## config.mk

```make
export PLATFORM = sky130hd
export DESIGN_NAME = clock_gen_ctrl
export DESIGN_NICKNAME = d
export VERILOG_FILES = /design/src/hw/clk_ctrl_pkg.sv /design/src/hw/divider_if.sv /design/src/hw/clk_div_stage.sv /design/src/hw/clock_gen_ctrl.sv
export SDC_FILE = /design/constraint.sdc
export NUM_CORES = 1
export LEC_CHECK = 0
export ABC_AREA = 1
export BUFFER_PORTS_ARGS = -buffer_cell sky130_fd_sc_hd__clkbuf_2
export CELL_PAD_IN_SITES_DETAIL_PLACEMENT = 0
export CELL_PAD_IN_SITES_GLOBAL_PLACEMENT = 2
export CORE_ASPECT_RATIO = 0.9
export CORE_MARGIN = 2
export CORE_UTILIZATION = 38
export CTS_BUF_LIST = sky130_fd_sc_hd__clkbuf_4
export CTS_CLUSTER_SIZE = 8
export DETAILED_ROUTE_END_ITERATION = 8
export GPL_TIMING_DRIVEN = 0
export PLACE_DENSITY = 0.95
export SYNTH_ARGS = -nofsm -noshare
export SYNTH_HDL_FRONTEND = slang
export SYNTH_SLANG_ARGS = --single-unit
```

## constraint.sdc

```tcl
create_clock -name core_clk_in -period 2.95 [get_ports core_clk_in]
set_clock_uncertainty 0.1 [all_clocks]
set_input_delay 0.1475 -clock core_clk_in [delete_from_list [all_inputs] [get_ports core_clk_in]]
set_output_delay 0.1475 -clock core_clk_in [all_outputs]
set_load 0.01 [all_outputs]
```

## src/hw/clk_ctrl_pkg.sv

```systemverilog
// Constants shared by the clock generator control block
`default_nettype none
package clk_ctrl_pkg;
  // ------------------------------------------------------------------
  // Widths and structure
  // ------------------------------------------------------------------
  localparam int DIV_W     = 5;
  localparam int MULT_W    = 5;
  localparam int ADDR_W    = 12;
  localparam int NUM_OUT   = 4;
  localparam int NUM_DIV   = NUM_OUT + 1;
  // ------------------------------------------------------------------
  // Register byte offsets
  // ------------------------------------------------------------------
  localparam logic [ADDR_W-1:0] OFF_CTRL   = 12'h100;
  localparam logic [ADDR_W-1:0] OFF_MULT   = 12'h110;
  localparam logic [ADDR_W-1:0] OFF_DIV0   = 12'h114;
  localparam logic [ADDR_W-1:0] OFF_DIV_ST = 12'h004;
  localparam logic [ADDR_W-1:0] OFF_CMD    = 12'h138;
  localparam logic [ADDR_W-1:0] OFF_STAT   = 12'h13C;
  localparam logic [ADDR_W-1:0] OFF_ALIGN  = 12'h140;
  localparam logic [ADDR_W-1:0] OFF_BRIDGE = 12'h200;
  // ------------------------------------------------------------------
  // Field positions
  // ------------------------------------------------------------------
  localparam int CTRL_ENGAGE_BIT  = 0;
  localparam int CTRL_RESET_BIT   = 1;
  localparam int CMD_APPLY_BIT    = 0;
  localparam int STAT_BUSY_BIT    = 0;
  localparam int STAT_LOCK_BIT    = 1;
  localparam int STAT_ENGAGED_BIT = 2;
  localparam int BRIDGE_RESET_BIT = 0;
  // ------------------------------------------------------------------
  // Reset values (divider fields hold ratio minus one)
  // ------------------------------------------------------------------
  localparam logic [MULT_W-1:0] MULT_RST   = 5'h0D;
  localparam logic [DIV_W-1:0]  PREDIV_RST = 5'h00;
  localparam logic [DIV_W-1:0]  CORE_RST   = 5'h00;
  localparam logic [DIV_W-1:0]  PERIPH_RST = 5'h01;
  localparam logic [DIV_W-1:0]  MEM_RST    = 5'h02;
  localparam logic [DIV_W-1:0]  AUX_RST    = 5'h00;
  localparam logic [1:0]        CTRL_RST   = 2'h0;
  localparam logic [NUM_OUT-1:0] ALIGN_RST = 4'h0;
  localparam logic [1:0] RESP_OKAY   = 2'h0;
  localparam logic [1:0] RESP_SLVERR = 2'h2;
  // ------------------------------------------------------------------
  // Timing
  // ------------------------------------------------------------------
  localparam real CLK_PERIOD_NS = 10.0;
  localparam real LOCK_TIME_US  = 187.5;
  localparam int  LOCK_CYCLES   = int'(LOCK_TIME_US * 1000.0 / CLK_PERIOD_NS);
  // ------------------------------------------------------------------
  // Bus channel states
  // ------------------------------------------------------------------
  typedef enum logic [1:0] {WR_IDLE = 2'b01, WR_RESP = 2'b10} wr_state_e;
  typedef enum logic [1:0] {RD_IDLE = 2'b01, RD_DATA = 2'b10} rd_state_e;
endpackage : clk_ctrl_pkg
`default_nettype wire

```

## src/hw/divider_if.sv

```systemverilog
// Control and tick signals between the controller and one divider stage
`default_nettype none
interface divider_if;
  logic                          src_tick;
  logic                          restart;
  logic                          apply;
  logic                          align;
  logic [clk_ctrl_pkg::DIV_W-1:0] ratio;
  logic                          tick;
  modport ctrl  (output src_tick, output restart, output apply, output align, output ratio,
                 input tick);
  modport stage (input src_tick, input restart, input apply, input align, input ratio,
                 output tick);
endinterface : divider_if
`default_nettype wire

```

## src/hw/clk_div_stage.sv

```systemverilog
// One programmable divider stage producing a one-cycle clock enable
`default_nettype none
module clk_div_stage (
  input  wire logic core_clk_in,
  input  wire logic rst_n_in,
  input  wire logic [clk_ctrl_pkg::DIV_W-1:0] reset_ratio_in,
  divider_if.stage  bus
);
  logic [clk_ctrl_pkg::DIV_W-1:0] count_reg;
  logic [clk_ctrl_pkg::DIV_W-1:0] count_next;
  logic [clk_ctrl_pkg::DIV_W-1:0] ratio_reg;
  logic [clk_ctrl_pkg::DIV_W-1:0] ratio_next;
  logic                           tick_reg;
  logic                           tick_next;
  logic                           ratio_loaded_reg;
  logic                           ratio_loaded_next;

  always_comb begin
    count_next        = count_reg;
    ratio_next        = ratio_reg;
    tick_next         = 1'b0;
    ratio_loaded_next = 1'b1;
    if (!ratio_loaded_reg) begin
      ratio_next = reset_ratio_in;
    end else if (bus.restart) begin
      count_next = '0;
      ratio_next = bus.ratio;
    end else if (bus.apply) begin
      ratio_next = bus.ratio;
      if (bus.align) begin
        count_next = '0;
      end
    end else if (bus.src_tick) begin
      // Compare with >= so a shrunk ratio cannot leave the count stranded
      if (count_reg >= ratio_reg) begin
        tick_next  = 1'b1;
        count_next = '0;
      end else begin
        count_next = count_reg + 1'b1;
      end
    end
  end

  always_ff @(posedge core_clk_in or negedge rst_n_in) begin
    if (!rst_n_in) begin
      count_reg        <= '0;
      ratio_reg        <= '0;
      tick_reg         <= 1'b0;
      ratio_loaded_reg <= 1'b0;
    end else begin
      count_reg        <= count_next;
      ratio_reg        <= ratio_next;
      tick_reg         <= tick_next;
      ratio_loaded_reg <= ratio_loaded_next;
    end
  end

  assign bus.tick = tick_reg;
endmodule : clk_div_stage
`default_nettype wire

```

## src/hw/clock_gen_ctrl.sv

```systemverilog
// Clock generator control: reference input, loop bypass, divider stages, AXI4-Lite registers
//
// Our own choices: register access over AXI4-Lite and the register offsets.
`default_nettype none
module clock_gen_ctrl #(
  parameter int LOCK_CYCLES = clk_ctrl_pkg::LOCK_CYCLES
) (
  input  wire logic        core_clk_in,
  input  wire logic        rst_n_in,
  input  wire logic        osc_input_pin_in,
  input  wire logic        ext_clock_pin_in,
  input  wire logic [11:0] s_axi_awaddr_in,
  input  wire logic        s_axi_awvalid_in,
  output var  logic        s_axi_awready_out,
  input  wire logic [31:0] s_axi_wdata_in,
  input  wire logic [3:0]  s_axi_wstrb_in,
  input  wire logic        s_axi_wvalid_in,
  output var  logic        s_axi_wready_out,
  output var  logic [1:0]  s_axi_bresp_out,
  output var  logic        s_axi_bvalid_out,
  input  wire logic        s_axi_bready_in,
  input  wire logic [11:0] s_axi_araddr_in,
  input  wire logic        s_axi_arvalid_in,
  output var  logic        s_axi_arready_out,
  output var  logic [31:0] s_axi_rdata_out,
  output var  logic [1:0]  s_axi_rresp_out,
  output var  logic        s_axi_rvalid_out,
  input  wire logic        s_axi_rready_in,
  output var  logic        core_clock_en_out,
  output var  logic        peripheral_clock_en_out,
  output var  logic        memory_port_clock_en_out,
  output var  logic        aux_clock_en_out,
  output var  logic        loop_reset_out,
  output var  logic        loop_engage_out,
  output var  logic        bridge_reset_out
);
  localparam int LCW = $clog2(LOCK_CYCLES + 1);
  localparam logic [LCW-1:0] LOCK_DONE = LCW'(LOCK_CYCLES);

  // ------------------------------------------------------------------
  // Reference pin synchronisers
  // ------------------------------------------------------------------
  logic [1:0] s1_reg, s2_reg, s3_reg, filt_reg, filt_next;
  logic       ref_prev_reg;
  logic       ref_level;
  logic       ref_tick;

  always_comb begin
    filt_next = (s2_reg & s3_reg) | (filt_reg & (s2_reg ^ s3_reg));
  end

  always_ff @(posedge core_clk_in or negedge rst_n_in) begin
    if (!rst_n_in) begin
      s1_reg       <= 2'h0;
      s2_reg       <= 2'h0;
      s3_reg       <= 2'h0;
      filt_reg     <= 2'h0;
      ref_prev_reg <= 1'b0;
    end else begin
      s1_reg       <= {ext_clock_pin_in, osc_input_pin_in};
      s2_reg       <= s1_reg;
      s3_reg       <= s2_reg;
      filt_reg     <= filt_next;
      ref_prev_reg <= ref_level;
    end
  end

  // Both sources merge; a driven unused pin would corrupt the reference
  assign ref_level = |filt_reg;
  assign ref_tick  = ref_level & ~ref_prev_reg;

  // ------------------------------------------------------------------
  // Register state and bus channels
  // ------------------------------------------------------------------
  clk_ctrl_pkg::wr_state_e wr_state_reg, wr_state_next;
  clk_ctrl_pkg::rd_state_e rd_state_reg, rd_state_next;
  logic                           aw_have_reg, aw_have_next, w_have_reg, w_have_next;
  logic [11:0]                    aw_addr_reg, aw_addr_next;
  logic [31:0]                    w_data_reg, w_data_next;
  logic                           w_lane0_reg, w_lane0_next;
  logic [1:0]                     bresp_reg, bresp_next, rresp_reg, rresp_next;
  logic [31:0]                    rdata_reg, rdata_next;
  logic                           awready_reg, awready_next, wready_reg, wready_next;
  logic                           arready_reg, arready_next;
  logic [1:0]                     ctrl_reg, ctrl_next;
  logic [clk_ctrl_pkg::MULT_W-1:0] mult_reg, mult_next;
  logic [clk_ctrl_pkg::DIV_W-1:0] div_reg [clk_ctrl_pkg::NUM_DIV];
  logic [clk_ctrl_pkg::DIV_W-1:0] div_next [clk_ctrl_pkg::NUM_DIV];
  logic [clk_ctrl_pkg::NUM_OUT-1:0] align_reg, align_next;
  logic                           bridge_reg, bridge_next;
  logic                           apply_pend_reg, apply_pend_next;
  logic                           engaged_reg, engaged_next;
  logic                           prediv_load_reg, prediv_load_next;
  logic [LCW-1:0]                 lock_cnt_reg, lock_cnt_next;
  logic                           lock_restart;
  logic                           sel_change;

  assign sel_change = engaged_reg != ctrl_reg[clk_ctrl_pkg::CTRL_ENGAGE_BIT];

  always_comb begin
    logic [11:0] wa;
    logic [11:0] ra;
    logic        hit;
    wa = aw_addr_reg;
    ra = s_axi_araddr_in;
    hit = 1'b0;
    wr_state_next    = wr_state_reg;
    rd_state_next    = rd_state_reg;
    aw_have_next     = aw_have_reg;
    w_have_next      = w_have_reg;
    aw_addr_next     = aw_addr_reg;
    w_data_next      = w_data_reg;
    w_lane0_next     = w_lane0_reg;
    bresp_next       = bresp_reg;
    rresp_next       = rresp_reg;
    rdata_next       = rdata_reg;
    ctrl_next        = ctrl_reg;
    mult_next        = mult_reg;
    div_next         = div_reg;
    align_next       = align_reg;
    bridge_next      = bridge_reg;
    prediv_load_next = 1'b0;
    lock_restart     = 1'b0;
    engaged_next     = ctrl_reg[clk_ctrl_pkg::CTRL_ENGAGE_BIT];
    // Set beats clear: a command written during the apply cycle is kept
    apply_pend_next  = 1'b0;
    if (s_axi_awvalid_in && awready_reg) begin
      aw_have_next = 1'b1;
      aw_addr_next = s_axi_awaddr_in;
    end
    if (s_axi_wvalid_in && wready_reg) begin
      w_have_next  = 1'b1;
      w_data_next  = s_axi_wdata_in;
      w_lane0_next = s_axi_wstrb_in[0];
    end
    if (wr_state_reg == clk_ctrl_pkg::WR_IDLE && aw_have_reg && w_have_reg) begin
      aw_have_next  = 1'b0;
      w_have_next   = 1'b0;
      wr_state_next = clk_ctrl_pkg::WR_RESP;
      hit = 1'b1;
      case (wa[11:2])
        clk_ctrl_pkg::OFF_CTRL[11:2]: begin
          if (w_lane0_reg) ctrl_next = w_data_reg[1:0];
        end
        clk_ctrl_pkg::OFF_MULT[11:2]: begin
          if (w_lane0_reg) mult_next = w_data_reg[clk_ctrl_pkg::MULT_W-1:0];
          lock_restart = w_lane0_reg;
        end
        clk_ctrl_pkg::OFF_CMD[11:2]: begin
          if (w_lane0_reg && w_data_reg[clk_ctrl_pkg::CMD_APPLY_BIT]) begin
            apply_pend_next = 1'b1;
          end
        end
        clk_ctrl_pkg::OFF_STAT[11:2]: ;
        clk_ctrl_pkg::OFF_ALIGN[11:2]: begin
          if (w_lane0_reg) align_next = w_data_reg[clk_ctrl_pkg::NUM_OUT-1:0];
        end
        clk_ctrl_pkg::OFF_BRIDGE[11:2]: begin
          if (w_lane0_reg) bridge_next = w_data_reg[clk_ctrl_pkg::BRIDGE_RESET_BIT];
        end
        default: hit = 1'b0;
      endcase
      for (int i = 0; i < clk_ctrl_pkg::NUM_DIV; i++) begin
        if (wa == 12'(clk_ctrl_pkg::OFF_DIV0 + 12'(i) * clk_ctrl_pkg::OFF_DIV_ST)) begin
          hit = 1'b1;
          if (w_lane0_reg) div_next[i] = w_data_reg[clk_ctrl_pkg::DIV_W-1:0];
          if (i == 0) begin
            prediv_load_next = w_lane0_reg;
            lock_restart     = w_lane0_reg;
          end
        end
      end
      bresp_next = hit ? clk_ctrl_pkg::RESP_OKAY : clk_ctrl_pkg::RESP_SLVERR;
    end else if (wr_state_reg == clk_ctrl_pkg::WR_RESP && s_axi_bready_in) begin
      wr_state_next = clk_ctrl_pkg::WR_IDLE;
    end
    apply_pend_next = apply_pend_next | (apply_pend_reg & 1'b0);
    if (rd_state_reg == clk_ctrl_pkg::RD_IDLE && s_axi_arvalid_in && arready_reg) begin
      rd_state_next = clk_ctrl_pkg::RD_DATA;
      rdata_next    = 32'h0000_0000;
      rresp_next    = clk_ctrl_pkg::RESP_OKAY;
      case (ra[11:2])
        clk_ctrl_pkg::OFF_CTRL[11:2]:   rdata_next[1:0] = ctrl_reg;
        clk_ctrl_pkg::OFF_MULT[11:2]:   rdata_next[clk_ctrl_pkg::MULT_W-1:0] = mult_reg;
        clk_ctrl_pkg::OFF_CMD[11:2]:    ;
        clk_ctrl_pkg::OFF_STAT[11:2]: begin
          rdata_next[clk_ctrl_pkg::STAT_BUSY_BIT]    = apply_pend_reg;
          rdata_next[clk_ctrl_pkg::STAT_LOCK_BIT]    = lock_cnt_reg == LOCK_DONE;
          rdata_next[clk_ctrl_pkg::STAT_ENGAGED_BIT] = engaged_reg;
        end
        clk_ctrl_pkg::OFF_ALIGN[11:2]:  rdata_next[clk_ctrl_pkg::NUM_OUT-1:0] = align_reg;
        clk_ctrl_pkg::OFF_BRIDGE[11:2]: rdata_next[0] = bridge_reg;
        default:                        rresp_next = clk_ctrl_pkg::RESP_SLVERR;
      endcase
      for (int i = 0; i < clk_ctrl_pkg::NUM_DIV; i++) begin
        if (ra == 12'(clk_ctrl_pkg::OFF_DIV0 + 12'(i) * clk_ctrl_pkg::OFF_DIV_ST)) begin
          rdata_next[clk_ctrl_pkg::DIV_W-1:0] = div_reg[i];
          rresp_next = clk_ctrl_pkg::RESP_OKAY;
        end
      end
    end else if (rd_state_reg == clk_ctrl_pkg::RD_DATA && s_axi_rready_in) begin
      rd_state_next = clk_ctrl_pkg::RD_IDLE;
    end
    awready_next = !aw_have_next;
    wready_next  = !w_have_next;
    arready_next = rd_state_next == clk_ctrl_pkg::RD_IDLE;
    // Lock timer; loop reset and multiplier or predivider writes start it over
    if (lock_restart || ctrl_next[clk_ctrl_pkg::CTRL_RESET_BIT]) begin
      lock_cnt_next = '0;
    end else if (lock_cnt_reg != LOCK_DONE) begin
      lock_cnt_next = lock_cnt_reg + 1'b1;
    end else begin
      lock_cnt_next = lock_cnt_reg;
    end
  end

  always_ff @(posedge core_clk_in or negedge rst_n_in) begin
    if (!rst_n_in) begin
      wr_state_reg    <= clk_ctrl_pkg::WR_IDLE;
      rd_state_reg    <= clk_ctrl_pkg::RD_IDLE;
      aw_have_reg     <= 1'b0;
      w_have_reg      <= 1'b0;
      aw_addr_reg     <= 12'h000;
      w_data_reg      <= 32'h0000_0000;
      w_lane0_reg     <= 1'b0;
      bresp_reg       <= clk_ctrl_pkg::RESP_OKAY;
      rresp_reg       <= clk_ctrl_pkg::RESP_OKAY;
      rdata_reg       <= 32'h0000_0000;
      awready_reg     <= 1'b0;
      wready_reg      <= 1'b0;
      arready_reg     <= 1'b0;
      ctrl_reg        <= clk_ctrl_pkg::CTRL_RST;
      mult_reg        <= clk_ctrl_pkg::MULT_RST;
      div_reg[0]      <= clk_ctrl_pkg::PREDIV_RST;
      div_reg[1]      <= clk_ctrl_pkg::CORE_RST;
      div_reg[2]      <= clk_ctrl_pkg::PERIPH_RST;
      div_reg[3]      <= clk_ctrl_pkg::MEM_RST;
      div_reg[4]      <= clk_ctrl_pkg::AUX_RST;
      align_reg       <= clk_ctrl_pkg::ALIGN_RST;
      bridge_reg      <= 1'b0;
      apply_pend_reg  <= 1'b0;
      engaged_reg     <= 1'b0;
      prediv_load_reg <= 1'b0;
      lock_cnt_reg    <= '0;
    end else begin
      wr_state_reg    <= wr_state_next;
      rd_state_reg    <= rd_state_next;
      aw_have_reg     <= aw_have_next;
      w_have_reg      <= w_have_next;
      aw_addr_reg     <= aw_addr_next;
      w_data_reg      <= w_data_next;
      w_lane0_reg     <= w_lane0_next;
      bresp_reg       <= bresp_next;
      rresp_reg       <= rresp_next;
      rdata_reg       <= rdata_next;
      awready_reg     <= awready_next;
      wready_reg      <= wready_next;
      arready_reg     <= arready_next;
      ctrl_reg        <= ctrl_next;
      mult_reg        <= mult_next;
      div_reg         <= div_next;
      align_reg       <= align_next;
      bridge_reg      <= bridge_next;
      apply_pend_reg  <= apply_pend_next;
      engaged_reg     <= engaged_next;
      prediv_load_reg <= prediv_load_next;
      lock_cnt_reg    <= lock_cnt_next;
    end
  end

  // ------------------------------------------------------------------
  // Divider stages: predivider plus four output stages
  // ------------------------------------------------------------------
  divider_if div_bus [clk_ctrl_pkg::NUM_DIV] ();
  logic [clk_ctrl_pkg::DIV_W-1:0] div_rst [clk_ctrl_pkg::NUM_DIV];
  logic [clk_ctrl_pkg::NUM_OUT-1:0] out_en_reg, out_en_next;

  assign div_rst[0] = clk_ctrl_pkg::PREDIV_RST;
  assign div_rst[1] = clk_ctrl_pkg::CORE_RST;
  assign div_rst[2] = clk_ctrl_pkg::PERIPH_RST;
  assign div_rst[3] = clk_ctrl_pkg::MEM_RST;
  assign div_rst[4] = clk_ctrl_pkg::AUX_RST;

  // Predivider takes a new value at once; the loop then relocks
  assign div_bus[0].src_tick = ref_tick;
  assign div_bus[0].restart  = prediv_load_reg;
  assign div_bus[0].apply    = 1'b0;
  assign div_bus[0].align    = 1'b0;
  assign div_bus[0].ratio    = div_reg[0];

  for (genvar g = 0; g < clk_ctrl_pkg::NUM_DIV; g++) begin : g_stage
    clk_div_stage u_stage (
      .core_clk_in    (core_clk_in),
      .rst_n_in       (rst_n_in),
      .reset_ratio_in (div_rst[g]),
      .bus            (div_bus[g])
    );
    if (g > 0) begin : g_out
      // Loop output is the core clock; bypass runs on raw reference edges
      assign div_bus[g].src_tick = engaged_reg ? 1'b1 : ref_tick;
      // Source swap restarts every output stage together so no short pulse escapes
      assign div_bus[g].restart  = sel_change;
      assign div_bus[g].apply    = apply_pend_reg;
      assign div_bus[g].align    = align_reg[g-1];
      assign div_bus[g].ratio    = div_reg[g];
      assign out_en_next[g-1]    = div_bus[g].tick;
    end
  end

  always_ff @(posedge core_clk_in or negedge rst_n_in) begin
    if (!rst_n_in) begin
      out_en_reg <= '0;
    end else begin
      out_en_reg <= out_en_next;
    end
  end

  // ------------------------------------------------------------------
  // Outputs
  // ------------------------------------------------------------------
  assign s_axi_awready_out        = awready_reg;
  assign s_axi_wready_out         = wready_reg;
  assign s_axi_bvalid_out         = wr_state_reg == clk_ctrl_pkg::WR_RESP;
  assign s_axi_bresp_out          = bresp_reg;
  assign s_axi_arready_out        = arready_reg;
  assign s_axi_rvalid_out         = rd_state_reg == clk_ctrl_pkg::RD_DATA;
  assign s_axi_rdata_out          = rdata_reg;
  assign s_axi_rresp_out          = rresp_reg;
  assign core_clock_en_out        = out_en_reg[0];
  assign peripheral_clock_en_out  = out_en_reg[1];
  assign memory_port_clock_en_out = out_en_reg[2];
  assign aux_clock_en_out         = out_en_reg[3];
  assign loop_reset_out           = ctrl_reg[clk_ctrl_pkg::CTRL_RESET_BIT];
  assign loop_engage_out          = engaged_reg;
  // Bridge reset is a plain register; software sequences it around changes
  assign bridge_reset_out         = bridge_reg;
endmodule : clock_gen_ctrl
`default_nettype wire

```

==> results.py, run 1 <==
metrics = {
    "status": {
        "outcome": "complete, no violations",
    },
    "synthesis": {
        "synth.avg_cell_area_um2": 8.387,
        "synthesis.instances": 886,
        "yosysTopAreaCell": "dfrtp_1",
        "ys_seq_area_share_pct": 49.28,
        "synth_top_area_share_pct": 46.81,
        "synthArstFlopShare_pct": 100.0,
        "synthTopCellsByArea": "dfrtp_1, nand2_1, inv_1",
        "synthTopCellsByCount": "nand2_1, dfrtp_1, inv_1",
        "yosysMostFrequentCell": "nand2_1",
        "synth-seq-cells": 146,
        "synth_edf_count": 0,
        "yosysUniqueCellTypes": 45,
        "ys_warn_count": 0,
        "ys.flop_type": "dfrtp_1",
        "syn-cell-area_mm2": 0.007431,
    },
    "power": {
        "p_leak_nw": 4.363,
        "peakVddDrop_v": 0.0003725,
        "p_total_mw": 5.395,
        "power_switching_mw": 1.879,
        "clkPwrFrac_pct": 27.3,
        "p_comb_share_pct": 25.2,
        "intPower_mw": 3.515,
        "powerDensity_mw_per_mm2": 614.7,
        "p_seq_share_pct": 47.5,
        "power_switching_share_pct": 34.84,
    },
    "setup_path": {
        "endpoint_kind": "flip-flop",
        "path_max_fanout": 10,
        "max_stage_delay_ns": 0.57,
        "worstPathRequired_ns": 3.32,
        "crit_path_start_kind": "flip-flop",
        "worstSetupPathType": "flip-flop to flip-flop",
        "arrival_ns": 2.49,
        "worstPathCellList": "nand4_1, nor2_1, buf_2, nand3_1, o21ai_0",
        "slowest_stage": "dfstp_2",
    },
    "finish": {
        "finish.utilization_pct": 45.81,
        "nNetsFinal": 1115,
        "largest_reg_flops": 25,
        "synthToLayoutAreaGrowth_pct": 18.10,
        "drive_above_1_share_pct": 15.71,
    },
    "flow_run": {
        "max_cap_violations": 0,
    },
    "floorplan": {
        "die_w_um": 151.4,
        "die-area_mm2": 0.02069,
        "core_mm2": 0.01916,
        "die_h_um": 136.7,
        "start_util_pct": 38.79,
        "rows": 48,
        "ios": 117,
    },
    "drt": {
        "vias": 6054,
        "firstDrtPassIters": 5,
        "wl_per_cell_um": 14.05,
        "drt-initial-drc-count": 331,
        "via_per_inst": 4.722,
        "wirelength_mm": 18.01,
        "antenna_left": 0,
        "remaining_drc_errors": 0,
    },
    "timing": {
        "max-slew-margin-rel_pct": 57.90,
        "fmax_mhz": 471.4,
        "fin_tns_setup_ns": 0,
        "setup_viol": 0,
        "hold_viol_final": 0,
        "min_period_ns": 2.121,
        "hold_ws_ns": 0.01285,
        "rsz0062_at_grt": "no",
        "worst_pin_slew_ns": 0.6281,
        "drv_slew": 0,
        "fin_crit_sh_pct": 71.91,
    },
    "cts": {
        "cts_buffer_depth": 2,
        "cts_tree": "done",
        "cts-root-buf": "clkbuf_4",
        "clock-sinks": 146,
        "clk-insertion-delay-late_ns": 0.57,
        "clk_pin_slew_ns": 0.15,
        "cts_made_buffers": 17,
        "htreeDepth": 4,
        "cts_resized": 0,
    },
    "placed_design": {
        "hpwl_mm": 13.17,
        "gp_congestion": 0.8807,
        "portBuffers": 57,
    },
    "global_route": {
        "grt_util_met1_pct": 26.50,
        "grt-busiest-layer": "met2",
        "grt_use_met2_pct": 27.75,
        "globalRouteOverflowTotal": 0,
        "grt_max_degree": 76,
        "grt_pass1_vias": 5711,
        "grtUsageTotal_pct": 18.42,
        "grt_pass1_wl_mm": 29.39,
        "met3_usage_pct": 4.100,
        "antenna_found_initial": 1,
    },
    "min_path": {
        "min_path_type": "input port to asynchronous set/reset pin",
    },
}
==> through the flow <==
stage	worst slack, ns	instances	instance area [um2]
floorplan	1.302	914	7536
global placement	-0.9609	1221	8134
detailed placement	0.8455	1222	8170
CTS	0.7872	1281	8773
global route	0.6944	1282	8776
finish	0.8286	1282	8776
==> layout make-up <==
cell class | instances | area, um2
fillers | 1901 | 10380
clock inverters | 15 | 205.2
multi-input cells | 599 | 3117
clock buffers | 17 | 127.6
flip-flops and latches | 146 | 3662
well taps | 250 | 312.8
diodes | 1 | 2.502
inverters | 131 | 493.0
repair buffers | 85 | 591.8
plain buffers | 38 | 264.0
==> cell families (layout without fill, tap and decap cells) <==
kind of cell | Yosys count | in the layout | share of synthesized area [%]
compound gates | 134 | 134 | 9.951
buf+inv | 169 | 286 | 10.19
mux | 8 | 8 | 1.212
flops | 146 | 146 | 49.28
xor+xnor | 8 | 8 | 0.9428
other cells | 2 | 31 | 0.1011
fa+ha+maj | 28 | 28 | 4.715
simple gates | 391 | 391 | 23.61
==> power by group through the flow <==
| stage | logic, mW | clock network [mW] | registers [mW] |
|---|---|---|---|
| 6_report | 1.36 | 1.47 | 2.56 |
| 5_1_grt | 1.56 | 1.60 | 2.61 |
| 4_1_cts | 1.37 | 1.53 | 2.56 |
| 3_5_place_dp | 1.33 | 0 | 2.60 |
| 3_3_place_gp | 1.31 | 0 | 2.60 |
| 2_1_floorplan | 0.931 | 0 | 2.56 |
==> path summary, 6_finish.rpt <==
path	end	slack, ns	depth (start not counted)	start
hold reg to reg	out_en_reg[2]$_DFF_PN0_	0.26	0	g_stage[3].u_stage.bus.tick$_DFF_PN0_
hold / removal	lock_cnt_reg[12]$_DFFE_PN0P_	0.01	2	rst_n_in
setup / recovery	div_bus[4].ratio[3]$_DFFE_PN0P_	0.83	5	wr_state_reg[0]$_DFFE_PN1P_
min in group core_clk_in	aw_addr_reg[2]$_DFFE_PN0P_	0.07	3	s_axi_awvalid_in
setup reg to reg	div_bus[4].ratio[3]$_DFFE_PN0P_	0.83	5	wr_state_reg[0]$_DFFE_PN1P_
max in group asynchronous	mult_reg[3]$_DFFE_PN1P_	1.92	3	rst_n_in
==> worst max-delay path: cells and delay by family, from the launching register on <==
kind | cells | cell delay [ns]
flops | 1 | 0.57
simple gates | 3 | 0.81
compound gates | 1 | 0.31
buf+inv | 1 | 0.23
==> per-layer routing <==
| layer | vias to the layer above | share of wire (%) |
|---|---|---|
| li1 | 3109 | - |
| met1 | 2823 | 50 |
| met2 | 105 | 44 |
| met3 | 17 | 4.2 |
| met4 | 0 | 1.5 |
| met5 | - | 0 |
==> timing repair <==
item                                   in CTS  in global routing
hold buffers                               27                  0
setup endpoints to repair                   0                  0
endpoints found under the hold margin     169                  0
setup buffers                               0                  0
==> placed cells by master, fill, tap and decap left out, drive strengths merged, types with 34 or more instances in the layout <==
cell type	instances
nor2	91
a21oi	41
inv	135
nand3	54
buf	35
nand2	174
nor3	34
clkbuf	78
o21ai	65
dfrtp	139
Note: power is estimated with default switching activity, not from simulation.
==> inputs of run 2 (changes only) <==
--- a/config.mk
+++ b/config.mk
@@ -11,12 +11,12 @@
 export CELL_PAD_IN_SITES_GLOBAL_PLACEMENT = 2
 export CORE_ASPECT_RATIO = 0.9
 export CORE_MARGIN = 2
-export CORE_UTILIZATION = 38
+export CORE_UTILIZATION = 35
 export CTS_BUF_LIST = sky130_fd_sc_hd__clkbuf_4
 export CTS_CLUSTER_SIZE = 8
 export DETAILED_ROUTE_END_ITERATION = 8
 export GPL_TIMING_DRIVEN = 0
-export PLACE_DENSITY = 0.95
+export PLACE_DENSITY = 0.92
 export SYNTH_ARGS = -nofsm -noshare
 export SYNTH_HDL_FRONTEND = slang
 export SYNTH_SLANG_ARGS = --single-unit
==> constraint.sdc (replaced) <==
create_clock -name core_clk_in -period 2.2 [get_ports core_clk_in]
set_clock_uncertainty 0.1 [all_clocks]
set_input_delay 0.11 -clock core_clk_in [delete_from_list [all_inputs] [get_ports core_clk_in]]
set_output_delay 0.11 -clock core_clk_in [all_outputs]
set_load 0.01 [all_outputs]
==> run 2 against run 1 <==
Compared with the run above: count of clock-buffer cells in the layout up 1; non-clock buffer count up 5; sequential power rose by 34%; register-to-register slack got worse by 0.71 ns; first-iteration DRC count is 25% higher; critical path type unchanged; critical endpoint is now div_bus[2].ratio[0]$_DFFE_PN1P_; largest cell class unchanged; largest power group unchanged.
==> results.py, run 2 (synthesized netlist as in run 1, its figures left out) <==
metrics = {
    "placed_design": {
        "portBuffers": 57,
        "gp_congestion": 0.8205,
        "dp_cells": 1258,
        "place_area_mm2": 0.008215,
        "hpwl_mm": 12.76,
    },
    "drt": {
        "via_per_inst": 4.543,
        "vias": 6011,
        "remaining_drc_errors": 0,
        "firstDrtPassIters": 4,
        "wl_per_cell_um": 13.14,
        "drt-initial-drc-count": 413,
        "wirelength_mm": 17.39,
        "antenna_left": 0,
    },
    "global_route": {
        "grt_pass1_wl_mm": 29.04,
        "globalRouteOverflowTotal": 0,
        "grt_max_degree": 114,
        "grt_pass1_vias": 5806,
        "grtUsageTotal_pct": 16.50,
        "antenna_found_initial": 1,
    },
    "floorplan": {
        "core_mm2": 0.02083,
        "die_h_um": 142.2,
        "die_w_um": 157.6,
        "ios": 117,
        "rows": 50,
        "start_util_pct": 35.67,
        "die-area_mm2": 0.02241,
    },
    "cts": {
        "htreeDepth": 4,
        "clk-insertion-delay-late_ns": 0.55,
        "cts_tree": "done",
        "cts-root-buf": "clkbuf_4",
        "clk_pin_slew_ns": 0.13,
        "clock-sinks": 146,
        "cts_buffer_depth": 2,
        "cts_made_buffers": 17,
    },
    "timing": {
        "fin_tns_setup_ns": 0,
        "min_period_ns": 2.076,
        "rsz0062_at_grt": "yes",
        "drv_slew": 0,
        "hold_viol_final": 0,
        "setup_viol": 0,
        "fmax_mhz": 481.6,
        "worst_pin_slew_ns": 0.7175,
        "max-slew-margin-rel_pct": 51.72,
        "fin_crit_sh_pct": 94.38,
    },
    "power": {
        "p_leak_nw": 4.410,
        "powerDensity_mw_per_mm2": 843.0,
        "p_seq_share_pct": 45.6,
        "intPower_mw": 5.078,
        "p_total_mw": 7.554,
        "power_switching_share_pct": 32.78,
        "peakVddDrop_v": 0.0004950,
        "power_switching_mw": 2.476,
        "p_comb_share_pct": 24.3,
        "clkPwrFrac_pct": 30.1,
    },
    "finish": {
        "finalInstanceArea_mm2": 0.008961,
        "stdcell_count": 1323,
        "ff_latch_area_mm2": 0.003664,
        "synthToLayoutAreaGrowth_pct": 20.59,
        "fill_cells": 2125,
        "largest_reg_flops": 25,
        "layout_commonest_cell": "nand2_1",
        "multiInputGateArea_mm2": 0.003132,
        "finish.utilization_pct": 43.02,
        "drive_above_1_share_pct": 16.22,
        "nNetsFinal": 1120,
        "final_cell_mix": "nand2_1, dfrtp_1, inv_1, nor2_1, o21ai_0",
    },
    "setup_path": {
        "r2r-start": "wr_state_reg[0]$_DFFE_PN1P_",
        "worstPathCellList": "nand4_1, nor2_1, buf_2, nand3_1, o21ai_0",
        "cp_top_family": "simple AND/OR/NAND/NOR gates",
        "worstSetupPathType": "flip-flop to flip-flop",
        "crit_buf_inv": 1,
        "crit_path_start_kind": "flip-flop",
        "worstPathRequired_ns": 2.57,
        "endpoint_kind": "flip-flop",
        "rr_worst_depth": 5,
        "rrSetupSlack_ns": 0.12,
        "max_stage_delay_ns": 0.57,
        "path_max_fanout": 10,
        "arrival_ns": 2.45,
        "reg2reg_to": "div_bus[2].ratio[0]$_DFFE_PN1P_",
        "slowest_stage": "dfstp_2",
    },
    "min_path": {
        "min_path_type": "input port to flip-flop",
        "hold_end": "aw_addr_reg[6]$_DFFE_PN0P_",
        "min-delay-start": "s_axi_awvalid_in",
        "min_path_cells": 3,
    },
    "status": {
        "outcome": "complete, no violations",
    },
    "flow_run": {
        "max_cap_violations": 0,
    },
}
-- run 2: layer usage --
| metal | share of wire, % | track usage, % |
|---|---|---|
| met1 | 50 | 22.95 |
| met2 | 46 | 26.32 |
| met3 | 3.5 | 3.563 |
| met4 | 0.93 | 3.923 |
| met5 | 0 | 0 |
-- run 2: cell type report --
type                       count  share of cell area [%]
tap                          286                   3.993
inverter                     131                   5.543
timing repair buffer          90                   7.247
sequential                   146                   40.88
clock inverter                14                   2.904
clock buffer                  18                   1.508
multi-input combinational    599                   34.95
buffer                        38                   2.946
antenna                        1                 0.02793
-- run 2: power groups by stage --
stage	Clock (mW)	Sequential [mW]	Combinational (mW)
final	2.27	3.44	1.84
after floorplan	0	3.44	1.25
after detailed placement	0	3.49	1.78
after global routing	2.44	3.51	2.14
after CTS	2.32	3.44	1.85
after global placement	0	3.48	1.75
-- run 2: how the worst max path moves through the flow --
stage,end,from,slack [ns],cells past startpoint
floorplan,lock_cnt_reg[7]$_DFFE_PN0P_,wr_state_reg[0]$_DFFE_PN1P_,0.55,7
global placement,aw_addr_reg[1]$_DFFE_PN0P_,rst_n_in,-1.64,1
detailed placement,g_stage[3].u_stage.ratio_reg[2]$_DFFE_PN0P_,loop_engage_out$_DFF_PN0_,0.09,9
CTS,g_stage[3].u_stage.ratio_reg[2]$_DFFE_PN0P_,loop_engage_out$_DFF_PN0_,0.05,9
global route,div_bus[2].ratio[0]$_DFFE_PN1P_,wr_state_reg[0]$_DFFE_PN1P_,-0.01,5
finish,div_bus[2].ratio[0]$_DFFE_PN1P_,wr_state_reg[0]$_DFFE_PN1P_,0.12,5
-- run 2: what timing repair did --
action	4_1_cts	5_1_grt
resized for setup	0	5
setup buffers	0	1
setup endpoints to repair	0	24
hold buffers	31	0
hold endpoints to repair	170	0
-- run 2: metrics by stage --
step	hold WS [ns]	setup slack, ns
2_1_floorplan	-0.2856	0.5517
3_3_place_gp	0.1215	-1.641
3_5_place_dp	-0.06493	0.08620
4_1_cts	0.02304	0.05483
5_1_grt	0.01584	-0.01114
6_report	0.02924	0.1235
-- run 2: worst min-delay path, stage by stage --
cell and delay, ns:
clkbuf_2 0.08, nand2_1 0.24, mux2_2 0.21
==> inputs of run 3 (changes only) <==
--- a/config.mk
+++ b/config.mk
@@ -10,13 +10,14 @@
 export CELL_PAD_IN_SITES_DETAIL_PLACEMENT = 0
 export CELL_PAD_IN_SITES_GLOBAL_PLACEMENT = 2
 export CORE_ASPECT_RATIO = 0.9
-export CORE_MARGIN = 2
+export CORE_MARGIN = 4
 export CORE_UTILIZATION = 35
 export CTS_BUF_LIST = sky130_fd_sc_hd__clkbuf_4
 export CTS_CLUSTER_SIZE = 8
 export DETAILED_ROUTE_END_ITERATION = 8
 export GPL_TIMING_DRIVEN = 0
-export PLACE_DENSITY = 0.92
+export PLACE_DENSITY_LB_ADDON = 0.1
+export RECOVER_POWER = 100
 export SYNTH_ARGS = -nofsm -noshare
 export SYNTH_HDL_FRONTEND = slang
 export SYNTH_SLANG_ARGS = --single-unit
==> run 3 against run 2 <==
Compared with the run above: the run now ends with max-capacitance violations, max-slew violations left; count of clock-buffer cells in the layout increased by 1; worst setup slack gained 0.066 ns; maximum frequency increased by 3.3%; die area grew 5.4%; sequential cell count unchanged; final area shrank 1.6%; largest power group unchanged.
==> results.py, run 3 (synthesized netlist as in run 1, its figures left out) <==
metrics = {
    "timing": {
        "fin_crit_sh_pct": 91.40,
        "fmax_mhz": 497.3,
        "drv_slew": 73,
        "hold_ws_ns": 0.05815,
        "rsz0062_at_grt": "no",
        "min_period_ns": 2.011,
        "setup_viol": 0,
        "hold_viol_final": 0,
        "max-slew-margin-rel_pct": -11.48,
        "worst_pin_slew_ns": 1.672,
    },
    "status": {
        "violations": "max-capacitance violations, max-slew violations",
        "outcome": "finished, violations left",
    },
    "global_route": {
        "antenna_found_initial": 1,
        "grt_pass1_vias": 5885,
        "grt_pass1_wl_mm": 30.69,
        "globalRouteOverflowTotal": 0,
        "grt_max_degree": 75,
        "grtUsageTotal_pct": 16.15,
    },
    "setup_path": {
        "worstSetupPathType": "flip-flop to flip-flop",
        "crit_path_start_kind": "flip-flop",
        "cpMostUsedCell": "nand2_2",
        "endpoint_kind": "flip-flop",
        "slowest_stage": "dfrtp_1",
        "max_stage_delay_ns": 0.42,
        "worstPathCellList": "nor2_2, nand2_2, clkinv_2, nand2_2, nor2_4, nand2_1, o21ai_2, nand3_2, buf_6, nor3_2",
        "cp_top_family": "simple AND/OR/NAND/NOR gates",
        "crit_buf_inv": 2,
        "worstPathRequired_ns": 2.57,
        "path_max_fanout": 10,
        "arrival_ns": 2.38,
    },
    "power": {
        "powerDensity_mw_per_mm2": 814.1,
        "power_switching_share_pct": 33.96,
        "clkPwrFrac_pct": 26.1,
        "power_switching_mw": 2.437,
        "p_leak_nw": 4.298,
        "p_seq_share_pct": 47.9,
        "p_total_mw": 7.176,
        "p_comb_share_pct": 25.9,
        "peakVddDrop_v": 0.0005192,
        "intPower_mw": 4.739,
    },
    "finish": {
        "final_cell_mix": "nand2_1, dfrtp_1, inv_1, nor2_1, o21ai_0",
        "layout_commonest_cell": "nand2_1",
        "nNetsFinal": 1119,
        "finalInstanceArea_mm2": 0.008815,
        "synthToLayoutAreaGrowth_pct": 18.62,
        "largest_reg_flops": 25,
        "drive_above_1_share_pct": 13.73,
    },
    "floorplan": {
        "ios": 117,
        "die_h_um": 146.2,
        "start_util_pct": 35.67,
        "die-area_mm2": 0.02363,
        "rows": 50,
        "die_w_um": 161.6,
        "core_mm2": 0.02083,
    },
    "drt": {
        "vias": 5965,
        "wl_per_cell_um": 13.84,
        "firstDrtPassIters": 5,
        "wirelength_mm": 18.29,
        "remaining_drc_errors": 0,
        "antenna_left": 0,
        "drt-initial-drc-count": 354,
        "via_per_inst": 4.516,
    },
    "cts": {
        "cts_made_buffers": 17,
        "clk-insertion-delay-late_ns": 0.55,
        "clock-sinks": 146,
        "cts_buffer_depth": 2,
        "cts-root-buf": "clkbuf_4",
        "cts_tree": "done",
        "post_cts_buffers": 0,
        "clk_pin_slew_ns": 0.14,
        "htreeDepth": 4,
    },
    "min_path": {
        "min_path_type": "input port to flip-flop",
    },
    "flow_run": {
        "max_cap_violations": 1,
    },
    "placed_design": {
        "hpwl_mm": 13.76,
        "place_area_mm2": 0.008215,
        "portBuffers": 57,
        "gp_congestion": 0.8108,
    },
}
## run 3: area by class of cell
| class | instances | area [um2] |
|---|---|---|
| Inverter | 131 | 493.0 |
| Clock inverter | 12 | 165.2 |
| Buffer | 38 | 266.5 |
| Clock buffer | 19 | 142.6 |
| Fill cell | 2190 | 12020 |
| Antenna cell | 1 | 2.502 |
| Multi-Input combinational cell | 599 | 3132 |
| Timing Repair Buffer | 89 | 591.8 |
| Sequential cell | 146 | 3664 |
| Tap cell | 286 | 357.8 |
## run 3: layer usage
| layer | part of all wire [%] | vias to the layer above | track usage, % |
|---|---|---|---|
| li1 | - | 3117 | - |
| met1 | 49 | 2741 | 22.18 |
| met2 | 47 | 95 | 26.64 |
| met3 | 3.4 | 12 | 3.556 |
| met4 | 0.75 | 0 | 2.900 |
| met5 | 0 | - | 0 |
## run 3: worst paths after layout
path | from | to | slack (ns) | depth (start not counted)
max | aw_addr_reg[11]$_DFFE_PN0P_ | lock_cnt_reg[7]$_DFFE_PN0P_ | 0.19 | 10
min | s_axi_awvalid_in | aw_addr_reg[2]$_DFFE_PN0P_ | 0.06 | 3
max reg2reg | aw_addr_reg[11]$_DFFE_PN0P_ | lock_cnt_reg[7]$_DFFE_PN0P_ | 0.19 | 10
min reg2reg | g_stage[4].u_stage.bus.tick$_DFF_PN0_ | out_en_reg[3]$_DFF_PN0_ | 0.26 | 0
max in group asynchronous | rst_n_in | rd_state_reg[0]$_DFF_PN1_ | 0.39 | 3
min in group asynchronous | rst_n_in | g_stage[2].u_stage.count_reg[2]$_DFFE_PN0P_ | 0.45 | 2
## run 3: what timing repair did
action | 4_1_cts | 5_1_grt
endpoints found under the hold margin | 148 | 0
gates resized for setup | 0 | 6
hold buffers | 31 | 0
setup endpoints to repair | 0 | 30
## run 3: tightest hold or removal path, delay by kind of cell
kind / cells / cell delay, ns
and+or+nand+nor: 1 / 0.26
muxes: 1 / 0.21
buffers and inverters: 1 / 0.08
## run 3: through the flow
step	util (%)	std cells	worst slack (ns)	TNS (ns)
2_1_floorplan	-	914	0.5517	0
4_1_cts	42.40	1320	0.1315	0
6_report	42.31	1321	0.1891	0
3_3_place_gp	39.26	1257	-1.780	-250.25
3_5_place_dp	39.44	1258	0.1777	0
5_1_grt	42.31	1321	0.007161	0
## run 3: power groups by stage
stage / Sequential [mW] / Clock (mW) / Combinational (mW)
floorplan: 3.44 / 0 / 1.25
global placement: 3.49 / 0 / 1.79
detailed placement: 3.49 / 0 / 1.81
CTS: 3.44 / 1.96 / 1.91
global route: 3.50 / 2.08 / 2.16
finish: 3.44 / 1.88 / 1.86
